===== src/shared/dmc_pkg.sv =====
// Package of the two-channel transfer controller with CRC snoop.
// Assumes byte addresses on a 32-bit classic Wishbone register bus.
package dmc_pkg;
  // ------------------------------------------------------------
  // Register offsets
  // ------------------------------------------------------------
  localparam logic [7:0] ADR_CH_SRC = 8'h00;
  localparam logic [7:0] ADR_CH_DST = 8'h04;
  localparam logic [7:0] ADR_CH_CNT = 8'h08;
  localparam logic [7:0] ADR_CH_CTL = 8'h0c;
  localparam logic [7:0] ADR_CH_STRIDE = 8'h10;
  localparam logic [7:0] ADR_IRQ_STAT = 8'h20;
  localparam logic [7:0] ADR_IRQ_MASK = 8'h24;
  localparam logic [7:0] ADR_CRC_DATA = 8'h28;
  localparam logic [7:0] ADR_CRC_SNOOP = 8'h2c;
  localparam logic [7:0] ADR_CRC_IN = 8'h30;
  // ------------------------------------------------------------
  // Control field positions
  // ------------------------------------------------------------
  localparam int CTL_EN = 0;
  localparam int CTL_SWREQ = 1;
  localparam int CTL_WORD = 2;
  localparam int CTL_SSTEP = 3;
  localparam int CTL_DSTEP = 4;
  localparam int CTL_SEL_LO = 5;
  localparam int CTL_PEND = 7;
  // ------------------------------------------------------------
  // Widths and reset values
  // ------------------------------------------------------------
  localparam int ADDR_W = 20;
  localparam int CNT_W = 16;
  localparam logic [19:0] ADDR_RST = 20'h00000;
  localparam logic [15:0] CNT_RST = 16'h0000;
  localparam logic [15:0] CRC_RST = 16'h0000;
  localparam logic [15:0] CRC_POLY = 16'h1021;
  localparam logic [19:0] STEP_BYTE = 20'h00001;
  localparam logic [19:0] STEP_WORD = 20'h00002;
  // ------------------------------------------------------------
  // Request source select and engine states
  // ------------------------------------------------------------
  typedef enum logic [1:0] {
    DMC_SEL_SW = 2'h0,
    DMC_SEL_TMR = 2'h1,
    DMC_SEL_SER = 2'h2,
    DMC_SEL_AUD = 2'h3
  } dmc_sel_t;
  typedef enum logic [2:0] {
    DMC_IDLE = 3'b001,
    DMC_RD = 3'b010,
    DMC_WR = 3'b100
  } dmc_state_t;
endpackage


===== src/design/dmc_crc.sv =====
// CRC-CCITT accumulator, one snooped byte per clock, MSB first.
// Assumes feed pulses come from logic on the same clock.
`timescale 1ns/100ps
module dmc_crc (
  input wire logic clk_sys_i, // System clock
  input wire logic rst_i, // Asynchronous reset, active high
  input wire logic init_i, // Load seed value
  input wire logic [15:0] init_val_i, // Seed value
  input wire logic feed_i, // Accumulate one byte
  input wire logic [7:0] byte_i, // Byte to accumulate
  output logic [15:0] crc_o // Accumulated result
);
  function automatic logic [15:0] crc_byte(input logic [15:0] c, input logic [7:0] d);
    logic [15:0] r;
    r = c ^ {d, 8'h00};
    for (int i = 0; i < 8; i++) begin
      r = r[15] ? ({r[14:0], 1'b0} ^ dmc_pkg::CRC_POLY) : {r[14:0], 1'b0};
    end
    return r;
  endfunction

  always_ff @(posedge clk_sys_i or posedge rst_i) begin
    if (rst_i) begin
      crc_o <= dmc_pkg::CRC_RST;
    end else if (init_i) begin
      crc_o <= init_val_i;
    end else if (feed_i) begin
      crc_o <= crc_byte(crc_o, byte_i);
    end
  end
endmodule // dmc_crc


===== src/design/dmc_core.sv =====
// Two-channel transfer controller with CRC snoop and Wishbone slave.
// Assumes request pulses and the memory port live on clk_sys_i.
//
// The register addresses and the Wishbone slave port are this design's own decisions.
`timescale 1ns/100ps
// Function
// - Simultaneous requests: channel zero served first, channel one next.
// - One timer pulse raises requests on every enabled channel selecting it.
// - Source stepping increments source address after each unit.
// - Destination stepping increments destination address after each unit.
// - Each unit decrements counter by one, even where word units step addresses by two.
// - Counter underflow clears enable and raises channel interrupt together.
// - Units moved equal loaded count plus one.
// - Single mode moves one unit per accepted request, then waits.
// - Writing one to software request bit starts one unit, if the same write also sets the enable bit.
// - Unit is byte or word; stepping and counting per unit.
// - Configure while disabled; enable bit arms the channel.
// - A write to snoop address is copied into CRC input; a same-cycle DMA write wins over a processor one.
// - CRC unit computes CRC-CCITT; snoop register picks captured address.
// - CRC data register holds two-byte result readable afterwards.
module dmc_core (
  input wire logic clk_sys_i, // System clock, 10 MHz
  input wire logic rst_i, // Asynchronous reset, active high
  input wire logic wb_cyc_i, // Wishbone cycle
  input wire logic wb_stb_i, // Wishbone strobe
  input wire logic wb_we_i, // Wishbone write enable
  input wire logic [7:0] wb_adr_i, // Wishbone byte address
  input wire logic [3:0] wb_sel_i, // Wishbone byte lanes
  input wire logic [31:0] wb_dat_i, // Wishbone write data
  output logic [31:0] wb_dat_o, // Wishbone read data
  output logic wb_ack_o, // Wishbone acknowledge
  input wire logic tmr_req_i, // First interval timer underflow pulse
  input wire logic ser_req_i, // Serial port one transmit ready pulse
  input wire logic aud_req_i, // Audio port word accepted pulse
  output logic mem_cyc_o, // Memory access request
  output logic mem_we_o, // Memory write
  output logic mem_word_o, // Word access when high
  output logic [19:0] mem_adr_o, // Memory address
  output logic [15:0] mem_dat_o, // Memory write data
  input wire logic [15:0] mem_dat_i, // Memory read data
  input wire logic mem_ack_i, // Memory access done
  input wire logic cpu_wr_i, // Processor write strobe, for snoop
  input wire logic [19:0] cpu_adr_i, // Processor write address
  input wire logic [7:0] cpu_dat_i, // Processor write data, low byte
  output logic irq_o // Interrupt, level, active high
);
  // ------------------------------------------------------------
  // State
  // ------------------------------------------------------------
  logic [19:0] src [2];
  logic [19:0] dst [2];
  logic [15:0] cnt [2];
  logic [1:0] en;
  logic [1:0] word;
  logic [1:0] sstep;
  logic [1:0] dstep;
  logic [1:0] sel [2];
  logic [1:0] pend;
  logic [1:0] irq_stat;
  logic [1:0] irq_mask;
  logic [19:0] snoop_adr;
  logic [7:0] crc_in;
  logic [15:0] crc_val;
  logic [15:0] buf_dat;
  logic ch;
  dmc_pkg::dmc_state_t state;

  logic wb_req;
  logic wb_wr;
  logic [7:0] wb_a;
  logic [1:0] set_req;
  logic [1:0] grant;
  logic unit_done;
  logic next_ch;
  logic dma_snoop;
  logic cpu_snoop;
  logic crc_feed;
  logic [7:0] crc_byte_in;
  logic crc_init;
  logic [1:0] set_irq;

  // ------------------------------------------------------------
  // Helpers
  // ------------------------------------------------------------
  function automatic logic [7:0] ch_adr(input int c, input logic [7:0] off);
    return off + ((c == 0) ? 8'h00 : dmc_pkg::ADR_CH_STRIDE);
  endfunction

  function automatic logic [19:0] unit_step(input logic is_word);
    return is_word ? dmc_pkg::STEP_WORD : dmc_pkg::STEP_BYTE;
  endfunction

  function automatic logic src_hit(input logic [1:0] s, input logic t, input logic r, input logic a);
    case (s)
      dmc_pkg::DMC_SEL_TMR: return t;
      dmc_pkg::DMC_SEL_SER: return r;
      dmc_pkg::DMC_SEL_AUD: return a;
      default: return 1'b0;
    endcase
  endfunction

  // ------------------------------------------------------------
  // Wishbone slave, one wait state, every address answered
  // ------------------------------------------------------------
  assign wb_req = wb_cyc_i && wb_stb_i && !wb_ack_o;
  assign wb_wr = wb_req && wb_we_i && (wb_sel_i != 4'h0);
  assign wb_a = {wb_adr_i[7:2], 2'b00};

  always_ff @(posedge clk_sys_i or posedge rst_i) begin
    if (rst_i) begin
      wb_ack_o <= 1'b0;
    end else begin
      wb_ack_o <= wb_req;
    end
  end

  always_ff @(posedge clk_sys_i or posedge rst_i) begin
    if (rst_i) begin
      wb_dat_o <= 32'h00000000;
    end else if (wb_req && !wb_we_i) begin
      wb_dat_o <= 32'h00000000;
      for (int c = 0; c < 2; c++) begin
        if (wb_a == ch_adr(c, dmc_pkg::ADR_CH_SRC)) wb_dat_o <= {12'h000, src[c]};
        if (wb_a == ch_adr(c, dmc_pkg::ADR_CH_DST)) wb_dat_o <= {12'h000, dst[c]};
        if (wb_a == ch_adr(c, dmc_pkg::ADR_CH_CNT)) wb_dat_o <= {16'h0000, cnt[c]};
        if (wb_a == ch_adr(c, dmc_pkg::ADR_CH_CTL)) begin
          wb_dat_o <= {24'h000000, pend[c], sel[c], dstep[c], sstep[c], word[c], 1'b0, en[c]};
        end
      end
      case (wb_a)
        dmc_pkg::ADR_IRQ_STAT: wb_dat_o <= {30'h0, irq_stat};
        dmc_pkg::ADR_IRQ_MASK: wb_dat_o <= {30'h0, irq_mask};
        dmc_pkg::ADR_CRC_DATA: wb_dat_o <= {16'h0000, crc_val};
        dmc_pkg::ADR_CRC_SNOOP: wb_dat_o <= {12'h000, snoop_adr};
        dmc_pkg::ADR_CRC_IN: wb_dat_o <= {24'h000000, crc_in};
        default: ;
      endcase
    end
  end

  // ------------------------------------------------------------
  // Request capture and arbitration
  // ------------------------------------------------------------
  // A timer pulse is tested against each channel alone, so it may arm both.
  always_comb begin
    for (int c = 0; c < 2; c++) begin
      set_req[c] = en[c] && src_hit(sel[c], tmr_req_i, ser_req_i, aud_req_i);
      if (wb_wr && wb_a == ch_adr(c, dmc_pkg::ADR_CH_CTL) && wb_dat_i[dmc_pkg::CTL_SWREQ]) begin
        set_req[c] = 1'b1;
      end
    end
  end

  always_comb begin
    grant = 2'b00;
    next_ch = ch;
    if (state == dmc_pkg::DMC_IDLE) begin
      if (pend[0] && en[0]) begin
        grant = 2'b01;
        next_ch = 1'b0;
      end else if (pend[1] && en[1]) begin
        grant = 2'b10;
        next_ch = 1'b1;
      end
    end
  end

  // A request arriving as its pending flag is consumed is kept.
  always_ff @(posedge clk_sys_i or posedge rst_i) begin
    if (rst_i) begin
      pend <= 2'b00;
    end else begin
      pend <= ((pend & ~grant) | set_req) & (en | set_req);
    end
  end

  // ------------------------------------------------------------
  // Transfer engine: read the source, then write the destination
  // ------------------------------------------------------------
  assign unit_done = (state == dmc_pkg::DMC_WR) && mem_ack_i;

  always_ff @(posedge clk_sys_i or posedge rst_i) begin
    if (rst_i) begin
      state <= dmc_pkg::DMC_IDLE;
      ch <= 1'b0;
      buf_dat <= 16'h0000;
    end else begin
      case (state)
        dmc_pkg::DMC_IDLE: begin
          if (grant != 2'b00) begin
            state <= dmc_pkg::DMC_RD;
            ch <= next_ch;
          end
        end
        dmc_pkg::DMC_RD: begin
          if (mem_ack_i) begin
            buf_dat <= word[ch] ? mem_dat_i : {8'h00, mem_dat_i[7:0]};
            state <= dmc_pkg::DMC_WR;
          end
        end
        dmc_pkg::DMC_WR: begin
          if (mem_ack_i) begin
            state <= dmc_pkg::DMC_IDLE;
          end
        end
        default: state <= dmc_pkg::DMC_IDLE;
      endcase
    end
  end

  always_ff @(posedge clk_sys_i or posedge rst_i) begin
    if (rst_i) begin
      mem_cyc_o <= 1'b0;
      mem_we_o <= 1'b0;
      mem_word_o <= 1'b0;
      mem_adr_o <= dmc_pkg::ADDR_RST;
      mem_dat_o <= 16'h0000;
    end else begin
      case (state)
        dmc_pkg::DMC_IDLE: begin
          mem_cyc_o <= (grant != 2'b00);
          mem_we_o <= 1'b0;
          mem_word_o <= word[next_ch];
          mem_adr_o <= src[next_ch];
        end
        dmc_pkg::DMC_RD: begin
          if (mem_ack_i) begin
            mem_we_o <= 1'b1;
            mem_adr_o <= dst[ch];
            mem_dat_o <= word[ch] ? mem_dat_i : {8'h00, mem_dat_i[7:0]};
          end
        end
        dmc_pkg::DMC_WR: begin
          if (mem_ack_i) begin
            mem_cyc_o <= 1'b0;
            mem_we_o <= 1'b0;
          end
        end
        default: mem_cyc_o <= 1'b0;
      endcase
    end
  end

  // ------------------------------------------------------------
  // Channel registers: software writes, then hardware stepping
  // ------------------------------------------------------------
  always_ff @(posedge clk_sys_i or posedge rst_i) begin
    if (rst_i) begin
      for (int c = 0; c < 2; c++) begin
        src[c] <= dmc_pkg::ADDR_RST;
        dst[c] <= dmc_pkg::ADDR_RST;
        cnt[c] <= dmc_pkg::CNT_RST;
        sel[c] <= dmc_pkg::DMC_SEL_SW;
      end
      en <= 2'b00;
      word <= 2'b00;
      sstep <= 2'b00;
      dstep <= 2'b00;
    end else begin
      for (int c = 0; c < 2; c++) begin
        if (wb_wr && wb_a == ch_adr(c, dmc_pkg::ADR_CH_SRC)) src[c] <= wb_dat_i[19:0];
        if (wb_wr && wb_a == ch_adr(c, dmc_pkg::ADR_CH_DST)) dst[c] <= wb_dat_i[19:0];
        if (wb_wr && wb_a == ch_adr(c, dmc_pkg::ADR_CH_CNT)) cnt[c] <= wb_dat_i[15:0];
        if (wb_wr && wb_a == ch_adr(c, dmc_pkg::ADR_CH_CTL)) begin
          en[c] <= wb_dat_i[dmc_pkg::CTL_EN];
          word[c] <= wb_dat_i[dmc_pkg::CTL_WORD];
          sstep[c] <= wb_dat_i[dmc_pkg::CTL_SSTEP];
          dstep[c] <= wb_dat_i[dmc_pkg::CTL_DSTEP];
          sel[c] <= wb_dat_i[dmc_pkg::CTL_SEL_LO +: 2];
        end
        // Hardware completion overrides a same-cycle register write
        if (unit_done && ch == c[0]) begin
          if (sstep[c]) src[c] <= src[c] + unit_step(word[c]);
          if (dstep[c]) dst[c] <= dst[c] + unit_step(word[c]);
          cnt[c] <= cnt[c] - 16'h0001;
          if (cnt[c] == 16'h0000) en[c] <= 1'b0;
        end
      end
    end
  end

  // ------------------------------------------------------------
  // Interrupt status, write one to clear, set wins
  // ------------------------------------------------------------
  always_comb begin
    for (int c = 0; c < 2; c++) begin
      set_irq[c] = unit_done && (ch == c[0]) && (cnt[c] == 16'h0000);
    end
  end

  always_ff @(posedge clk_sys_i or posedge rst_i) begin
    if (rst_i) begin
      irq_stat <= 2'b00;
      irq_mask <= 2'b00;
    end else begin
      if (wb_wr && wb_a == dmc_pkg::ADR_IRQ_STAT) begin
        irq_stat <= (irq_stat & ~wb_dat_i[1:0]) | set_irq;
      end else begin
        irq_stat <= irq_stat | set_irq;
      end
      if (wb_wr && wb_a == dmc_pkg::ADR_IRQ_MASK) irq_mask <= wb_dat_i[1:0];
    end
  end

  assign irq_o = |(irq_stat & irq_mask);

  // ------------------------------------------------------------
  // CRC snoop: DMA writes take precedence over processor writes
  // ------------------------------------------------------------
  assign dma_snoop = unit_done && (mem_adr_o == snoop_adr);
  assign cpu_snoop = cpu_wr_i && (cpu_adr_i == snoop_adr);
  assign crc_feed = dma_snoop || cpu_snoop || (wb_wr && wb_a == dmc_pkg::ADR_CRC_IN);
  assign crc_byte_in = dma_snoop ? mem_dat_o[7:0] : (cpu_snoop ? cpu_dat_i : wb_dat_i[7:0]);
  assign crc_init = wb_wr && wb_a == dmc_pkg::ADR_CRC_DATA;

  always_ff @(posedge clk_sys_i or posedge rst_i) begin
    if (rst_i) begin
      snoop_adr <= dmc_pkg::ADDR_RST;
      crc_in <= 8'h00;
    end else begin
      if (wb_wr && wb_a == dmc_pkg::ADR_CRC_SNOOP) snoop_adr <= wb_dat_i[19:0];
      if (crc_feed) crc_in <= crc_byte_in;
    end
  end

  dmc_crc u_crc (
    .clk_sys_i(clk_sys_i),
    .rst_i(rst_i),
    .init_i(crc_init),
    .init_val_i(wb_dat_i[15:0]),
    .feed_i(crc_feed && !crc_init),
    .byte_i(crc_byte_in),
    .crc_o(crc_val)
  );
endmodule // dmc_core


===== config.mk =====
export PLATFORM = sky130hd
export DESIGN_NAME = dmc_core
export DESIGN_NICKNAME = d
export VERILOG_FILES = /design/src/shared/dmc_pkg.sv /design/src/design/dmc_crc.sv /design/src/design/dmc_core.sv
export SDC_FILE = /design/constraint.sdc
export NUM_CORES = 1
export LEC_CHECK = 0
export BUFFER_PORTS_ARGS = -buffer_cell sky130_fd_sc_hd__buf_2
export CORE_UTILIZATION = 50
export CTS_CLUSTER_DIAMETER = 40
export CTS_CLUSTER_SIZE = 28
export DETAILED_ROUTE_END_ITERATION = 16
export PLACE_DENSITY = 0.84
export SYNTH_ARGS = -nofsm -noshare
export SYNTH_HDL_FRONTEND = slang
export SYNTH_SLANG_ARGS = --single-unit

===== constraint.sdc =====
create_clock -name clk_sys_i -period 8.8 [get_ports clk_sys_i]
set_clock_uncertainty 0.2 [all_clocks]
set_input_delay 1.76 -clock clk_sys_i [delete_from_list [all_inputs] [get_ports clk_sys_i]]
set_output_delay 1.76 -clock clk_sys_i [all_outputs]
set_load 0.02 [all_outputs]

* Word level (Yosys, flattened, before mapping) *
Index checks and enable logic that the tools add are counted.
Widths: inputs -> output; s select.

storage, ports and cells
  bits in registers = 250
  input bits = 98
  output and inout port bits = 73
  word-level logic and storage cells = 220

operators by class
  $add $sub $neg = 6
  order comparisons = 4
  eq/ne operators = 26
  muxes and demuxes = 77
  bitwise gates (word level) = 23
  reduce and logical (&&, ||, !) cells = 54

operators by type and width
  cell                   count
  $mux 20                20
  $mux 32                7
  $pmux 32 s5            1
  $mux 16                7
  $mux 13                8
  $add 20x2->20          2
  $add 20x20->20         2
  $eq 20x20->1           2
  $pmux 20 s2            1
  $logic_and 1x1->1      32
  $logic_not 16->1       2
  $sub 16x1->16 const B  2
  $eq 6x4->1 const B     5
  $eq 6x3->1 const B     4
  $not 3->3              8
  $mux 1                 17
  $mux 8                 2
  $xor 16x16->16         1
  $eq 6x2->1 const B     2
  $mux 2                 6
  $pmux 1 s3             4
  $reduce_bool 2->1      5
  $mux 3                 3
  $pmux 3 s3             1
  23 further kinds       46

* Longest topological paths before layout *
  depth after elaboration = 23
  mapped depth = 11

* By module *
Synthesis repeated with hierarchy kept, for this count alone.

unflattened totals
  cells, all modules = 1,664
  area, all modules = 14,996.9 sq um

by module, submodules not included
  module    times used  cells each  area an instance (sq um)
  dmc_core  1           1,569       14,004.7
  dmc_crc   1           95          992.2

* Least setup slack after synthesis *
OpenSTA, ideal clock, no wires.

  path kind = input port to flip-flop
  start = input cpu_adr_i[2]
  end = register u_crc.crc_o[15]
  setup time = 0.123 ns
  data arrival time = 3.748 ns
  required time = 8.477 ns
  path slack = 4.729 ns
  cell stages on the path = 10
  path buffers = 1
  cell sequence = xor2_1 > nor4_1 > and4_1 > buf_1 > a32oi_1 > a2bb2oi_4 > xnor2_2 > xnor3_2 > mux2i_1 > nor3_2

between the ends
  word-level cells in the longest chain between the ends = 10
  elaborated cells between the ends (all ways) = 14
  classes of those cells = eq/ne: 1; mux: 6; bitwise: 2; reduce/logical: 5

ends and longest elaborated chain
  what                        line             RTL
  start: declaration          dmc_core.sv:43   input wire logic [19:0] cpu_adr_i,
  $eq 20x20->1 *              dmc_core.sv:311  assign cpu_snoop = cpu_wr_i && (cpu_adr_i == snoop_adr);
  $logic_and 1x1->1 *         dmc_core.sv:311
  $mux 8 (2 in series)        dmc_core.sv:313  assign crc_byte_in = dma_snoop ? mem_dat_o[7:0] : (cpu_snoop ? cpu_dat_i : wb_dat_i[7:0]);
  $xor 16x16->16              dmc_crc.sv:15    r = c ^ {d, 8'h00};
  $not 3->3 (no source line)  -
  $mux 13 (2 in series)       dmc_crc.sv:17    r = r[15] ? ({r[14:0], 1'b0} ^ dmc_pkg::CRC_POLY) : {r[14:0], 1'b0};
  $mux 16                     dmc_crc.sv:27    end else if (feed_i) begin
  $mux 16                     dmc_crc.sv:25    end else if (init_i) begin
  end signal: assignment      dmc_crc.sv:24    crc_o <= dmc_pkg::CRC_RST;
  end signal: assignment      dmc_crc.sv:26    crc_o <= init_val_i;
  end signal: assignment      dmc_crc.sv:28    crc_o <= crc_byte(crc_o, byte_i);
  end: declaration            dmc_crc.sv:11    output logic [15:0] crc_o

Every way passes the cells marked *; elsewhere a longest branch is shown, timed or not. The select of a mux whose other input is x is not followed.
A chain may end at the register's enable or synchronous reset.

* Worst setup path after layout *
  start = input wb_adr_i[3]
  end = register u_crc.crc_o[12]

between the ends
  word-level cells in the longest chain between the ends = 5
  elaborated cells between the ends (all ways) = 9
  classes of those cells = eq/ne: 2; mux: 1; reduce/logical: 6

ends and longest elaborated chain
  what                                                        line                              RTL
  start: declaration                                          dmc_core.sv:27                    input wire logic [7:0] wb_adr_i,
  $eq 6x4->1, on equally long branches                        dmc_core.sv:312, dmc_core.sv:314
  $logic_and 1x1->1, on equally long branches                 dmc_core.sv:312, dmc_core.sv:314
  $logic_or 1x1->1 / $logic_not 1->1 (equally long branches)  dmc_core.sv:312, dmc_core.sv:331
  $logic_and 1x1->1                                           dmc_core.sv:331                   .feed_i(crc_feed && !crc_init),
  $reduce_bool 2->1 (no source line)                          -

Several ways; a longest one is shown, not always the timed one.

==> impl_results.md <==
- Status: finished, final reports clean
- Worst skew pair latency: 0.53 ns
- Die height: 170.8 um
- Avg Cell Area, Syn: 8.660 um^2
- RR Endpoint: cnt[15]
- Hold path cells: 2
- Post-synthesis simple-gate area fraction: 0.2190
- Total power: 3.830 mW
- Crit path capture type: flop
- Fillers: 2356
- Hold path start: mem_dat_o[9]
- Register area: 0.005957 mm^2
- CTS Hold Buffers Added: 0
- Tot GR Track Use: 0.3709
- DR WL/cell: 25.52 um
- Most common cell after layout, fill and taps aside: dfrtp_1
- CTS Root Cell: clkbuf_16
- Cell count after synthesis: 1645
- Comb power frac: 0.233
- I/O pin cnt: 171
- Net Sw Power: 1.397 mW
- Core Area: 0.02793 mm^2
- Area grow syn2layout: 14.54%
- Adder-Cell Fraction of Synth Area: 0.01440
- Peak VDD IR: 0.1220 mV
- Multi-input logic area: 0.007770 mm^2
- Global-route wire length before repair: 80.47 mm
- GPL Wtd Cong: 1.016
- Switching Fraction: 0.3647
- Sequential share of the synthesized area: 0.4181
- Antenna violations before repair: 1
- Hold Slack: 0.2656 ns
- CTS HTree Levels: 2
- Largest net degree at the start of global routing: 137
- Via density: 6.775
- Int Power: 2.433 mW
- Synth cell types: 73
- Total gr overflow: 0
- Setup repair bufs after CTS: 0
- Clock sinks: 238
- Final setup viols: 0
- RSZ-0062 raised after global routing: false
- Hold Violations, Final: 0
- Die width: 170.8 um
- DR vias: 14530
- Yosys reg bits: 238
- Hold/Removal Path Class: reg2reg
- Crit path kind: in2reg
- Share of cells above drive strength 1: 0.1676
- Post-synthesis mux area share: 0.05928
- Startpoint Class: primary input
- Syn. warnings: 0
- R2R Path Start: state[2]
- Detail Route Antenna Nets: 0
- Final HPWL DP: 39.06 mm
- Cell Pwr Density: 234.7 mW/mm^2
- R2R cell count: 8
- Post-cts sizing count: 0
- Minimum clock period: 4.700 ns
- Synth async-reset ratio: 1.000
- IO Port Bufs: 144
- Num CTS Buffers: 37
- Slew margin rel.: 0.1580
- CTS tree: yes
- R2r setup slk: 5.20 ns
- Crit Path Max Fanout: 26
- Drt pass-1 iters: 7
- Synth Area in Compound Gates: 0.2096
- DR DRC count: 0
- Critical Path AT: 4.94 ns
- Netlist Area Pre-Place: 0.01425 mm^2
- Post-Route WL: 54.75 mm
- Initial Util: 0.5100
- Post-synth EDFFs: 0
- Max-cap violation count: 0
- Commonest cells after routing, fill and taps aside: dfrtp_1 (237), nor2_1 (210), nand2_1 (201), buf_2 (144), a21oi_1 (106)
- Largest family of logic cells by synthesized area: simple AND/OR/NAND/NOR gates
- Hold Path Sink: mem_dat_o[9]
- Highest clock rate: 212.8 MHz
- Pins Over Slew Limit: 0
- Worst Max-Slew Pin Slew: 1.251 ns
- Number of cell rows: 61
- Data required time of the worst path: 9.04 ns
- Top_reg_cell synth: dfrtp_1
- Clock slew at reported path FFs: 0.06 ns
- Clock power frac: 0.373
- Clock buffer depth: 3
- Register share of total power: 0.395
- Vias in the first global route: 13580
- Leakage: 7.325 nW
- Violation count after the first detailed-route iteration: 2300
- Xor/xnor share of the synthesized area: 0.03856
- Setup TNS: 0 ns
- Die area: 0.02917 mm^2
- Fin crit share: 0.5341
- NumNets Final: 1852
-- stage by stage --
| step | instances | cell area (um^2) | utilization | setup WS [ns] |
|---|---|---|---|---|
| global placement | 2079 | 15130 | 0.5418 | 3.704 |
| CTS | 2144 | 16320 | 0.5841 | 4.126 |
| global route | 2144 | 16320 | 0.5841 | 3.880 |
| detailed placement | 2079 | 15130 | 0.5418 | 3.617 |
| floorplan | 1656 | 14290 | - | 0.3103 |
| finish | 2145 | 16320 | 0.5842 | 4.100 |
-- synth_stat cells, drive strengths merged, types with 19 or more instances --
cell	instances	area, um^2
o21ai	91	455.4
a211oi	38	285.3
buf	25	152.6
nor3	61	325.3
mux2i	45	450.4
and3	20	125.1
clkbuf	89	334.1
inv	25	93.84
xor2	35	306.5
nand4	20	125.1
dfrtp	237	5931
mux2	33	371.6
nor2	214	822.0
nand3	74	370.4
a22oi	20	150.1
xnor2	19	196.4
a21oi	108	548.0
nand2	202	765.7
a22o	33	289.0
a31oi	31	193.9
a221oi	22	192.7
-- worst max-delay path by stage --
stage / startpoint / to / depth (start not counted)
finish: wb_adr_i[3] / u_crc.crc_o[12] / 8
floorplan: rst_i / ch / 1
detailed placement: wb_adr_i[7] / u_crc.crc_o[5] / 10
global placement: wb_adr_i[7] / u_crc.crc_o[12] / 10
global route: wb_adr_i[7] / u_crc.crc_o[12] / 10
CTS: wb_adr_i[7] / u_crc.crc_o[12] / 10
-- final cells by class --
type,instances,share of cell area
Antenna cell,1,0.0001534
Clock buffer,40,0.05743
Clock inverter,25,0.01495
Inverter,25,0.006211
Multi-Input combinational cell,1279,0.4762
Sequential cell,238,0.3651
Tap cell,378,0.02898
Timing Repair Buffer,159,0.05107
-- cell families (layout without fill, tap and decap cells) --
family / after synthesis / after routing
AND/OR/NAND/NOR: 675 / 675
XOR/XNOR: 56 / 56
buffers and inverters: 139 / 249
other: 1 / 13
flip-flops: 238 / 238
multiplexers: 79 / 79
adder cells (fa/ha/maj): 14 / 14
AO/OA/AOI/OAI: 443 / 443
-- registers in the layout (all words and copies together) (netlist names), 3 cells and up --
register	cells
mem_dat_o	16
mem_adr_o	20
state	3
snoop_adr	20
wb_dat_o	20
crc_in	8
dst	40
src	40
u_crc.crc_o	16
sel	4
cnt	32
-- metal layers --
metal	global-route usage	vias to the layer above	part of all wire
met5	0	-	0.00020
met4	0.2350	2	0.070
met3	0.1201	257	0.13
met2	0.5704	1134	0.44
met1	0.4487	6940	0.36
li1	-	6199	-
-- critical path, cell delays in order --
cell      delay (ns)
buf_2           0.43
nand2b_1        0.30
nor2_1          0.92
nand2_1         0.80
nand2_1         0.34
or2_0           0.15
mux2i_1         0.08
nor3_2          0.15
-- power by group through the flow --
stage | clock (mW) | combinational, mW | sequential, mW
after CTS | 1.43 | 0.872 | 1.49
after global placement | 0 | 0.835 | 1.50
final | 1.43 | 0.891 | 1.51
after global routing | 1.48 | 0.950 | 1.52
after floorplan | 0 | 0.490 | 1.52
after detailed placement | 0 | 0.866 | 1.51
Note: power is estimated with default switching activity, not from simulation.
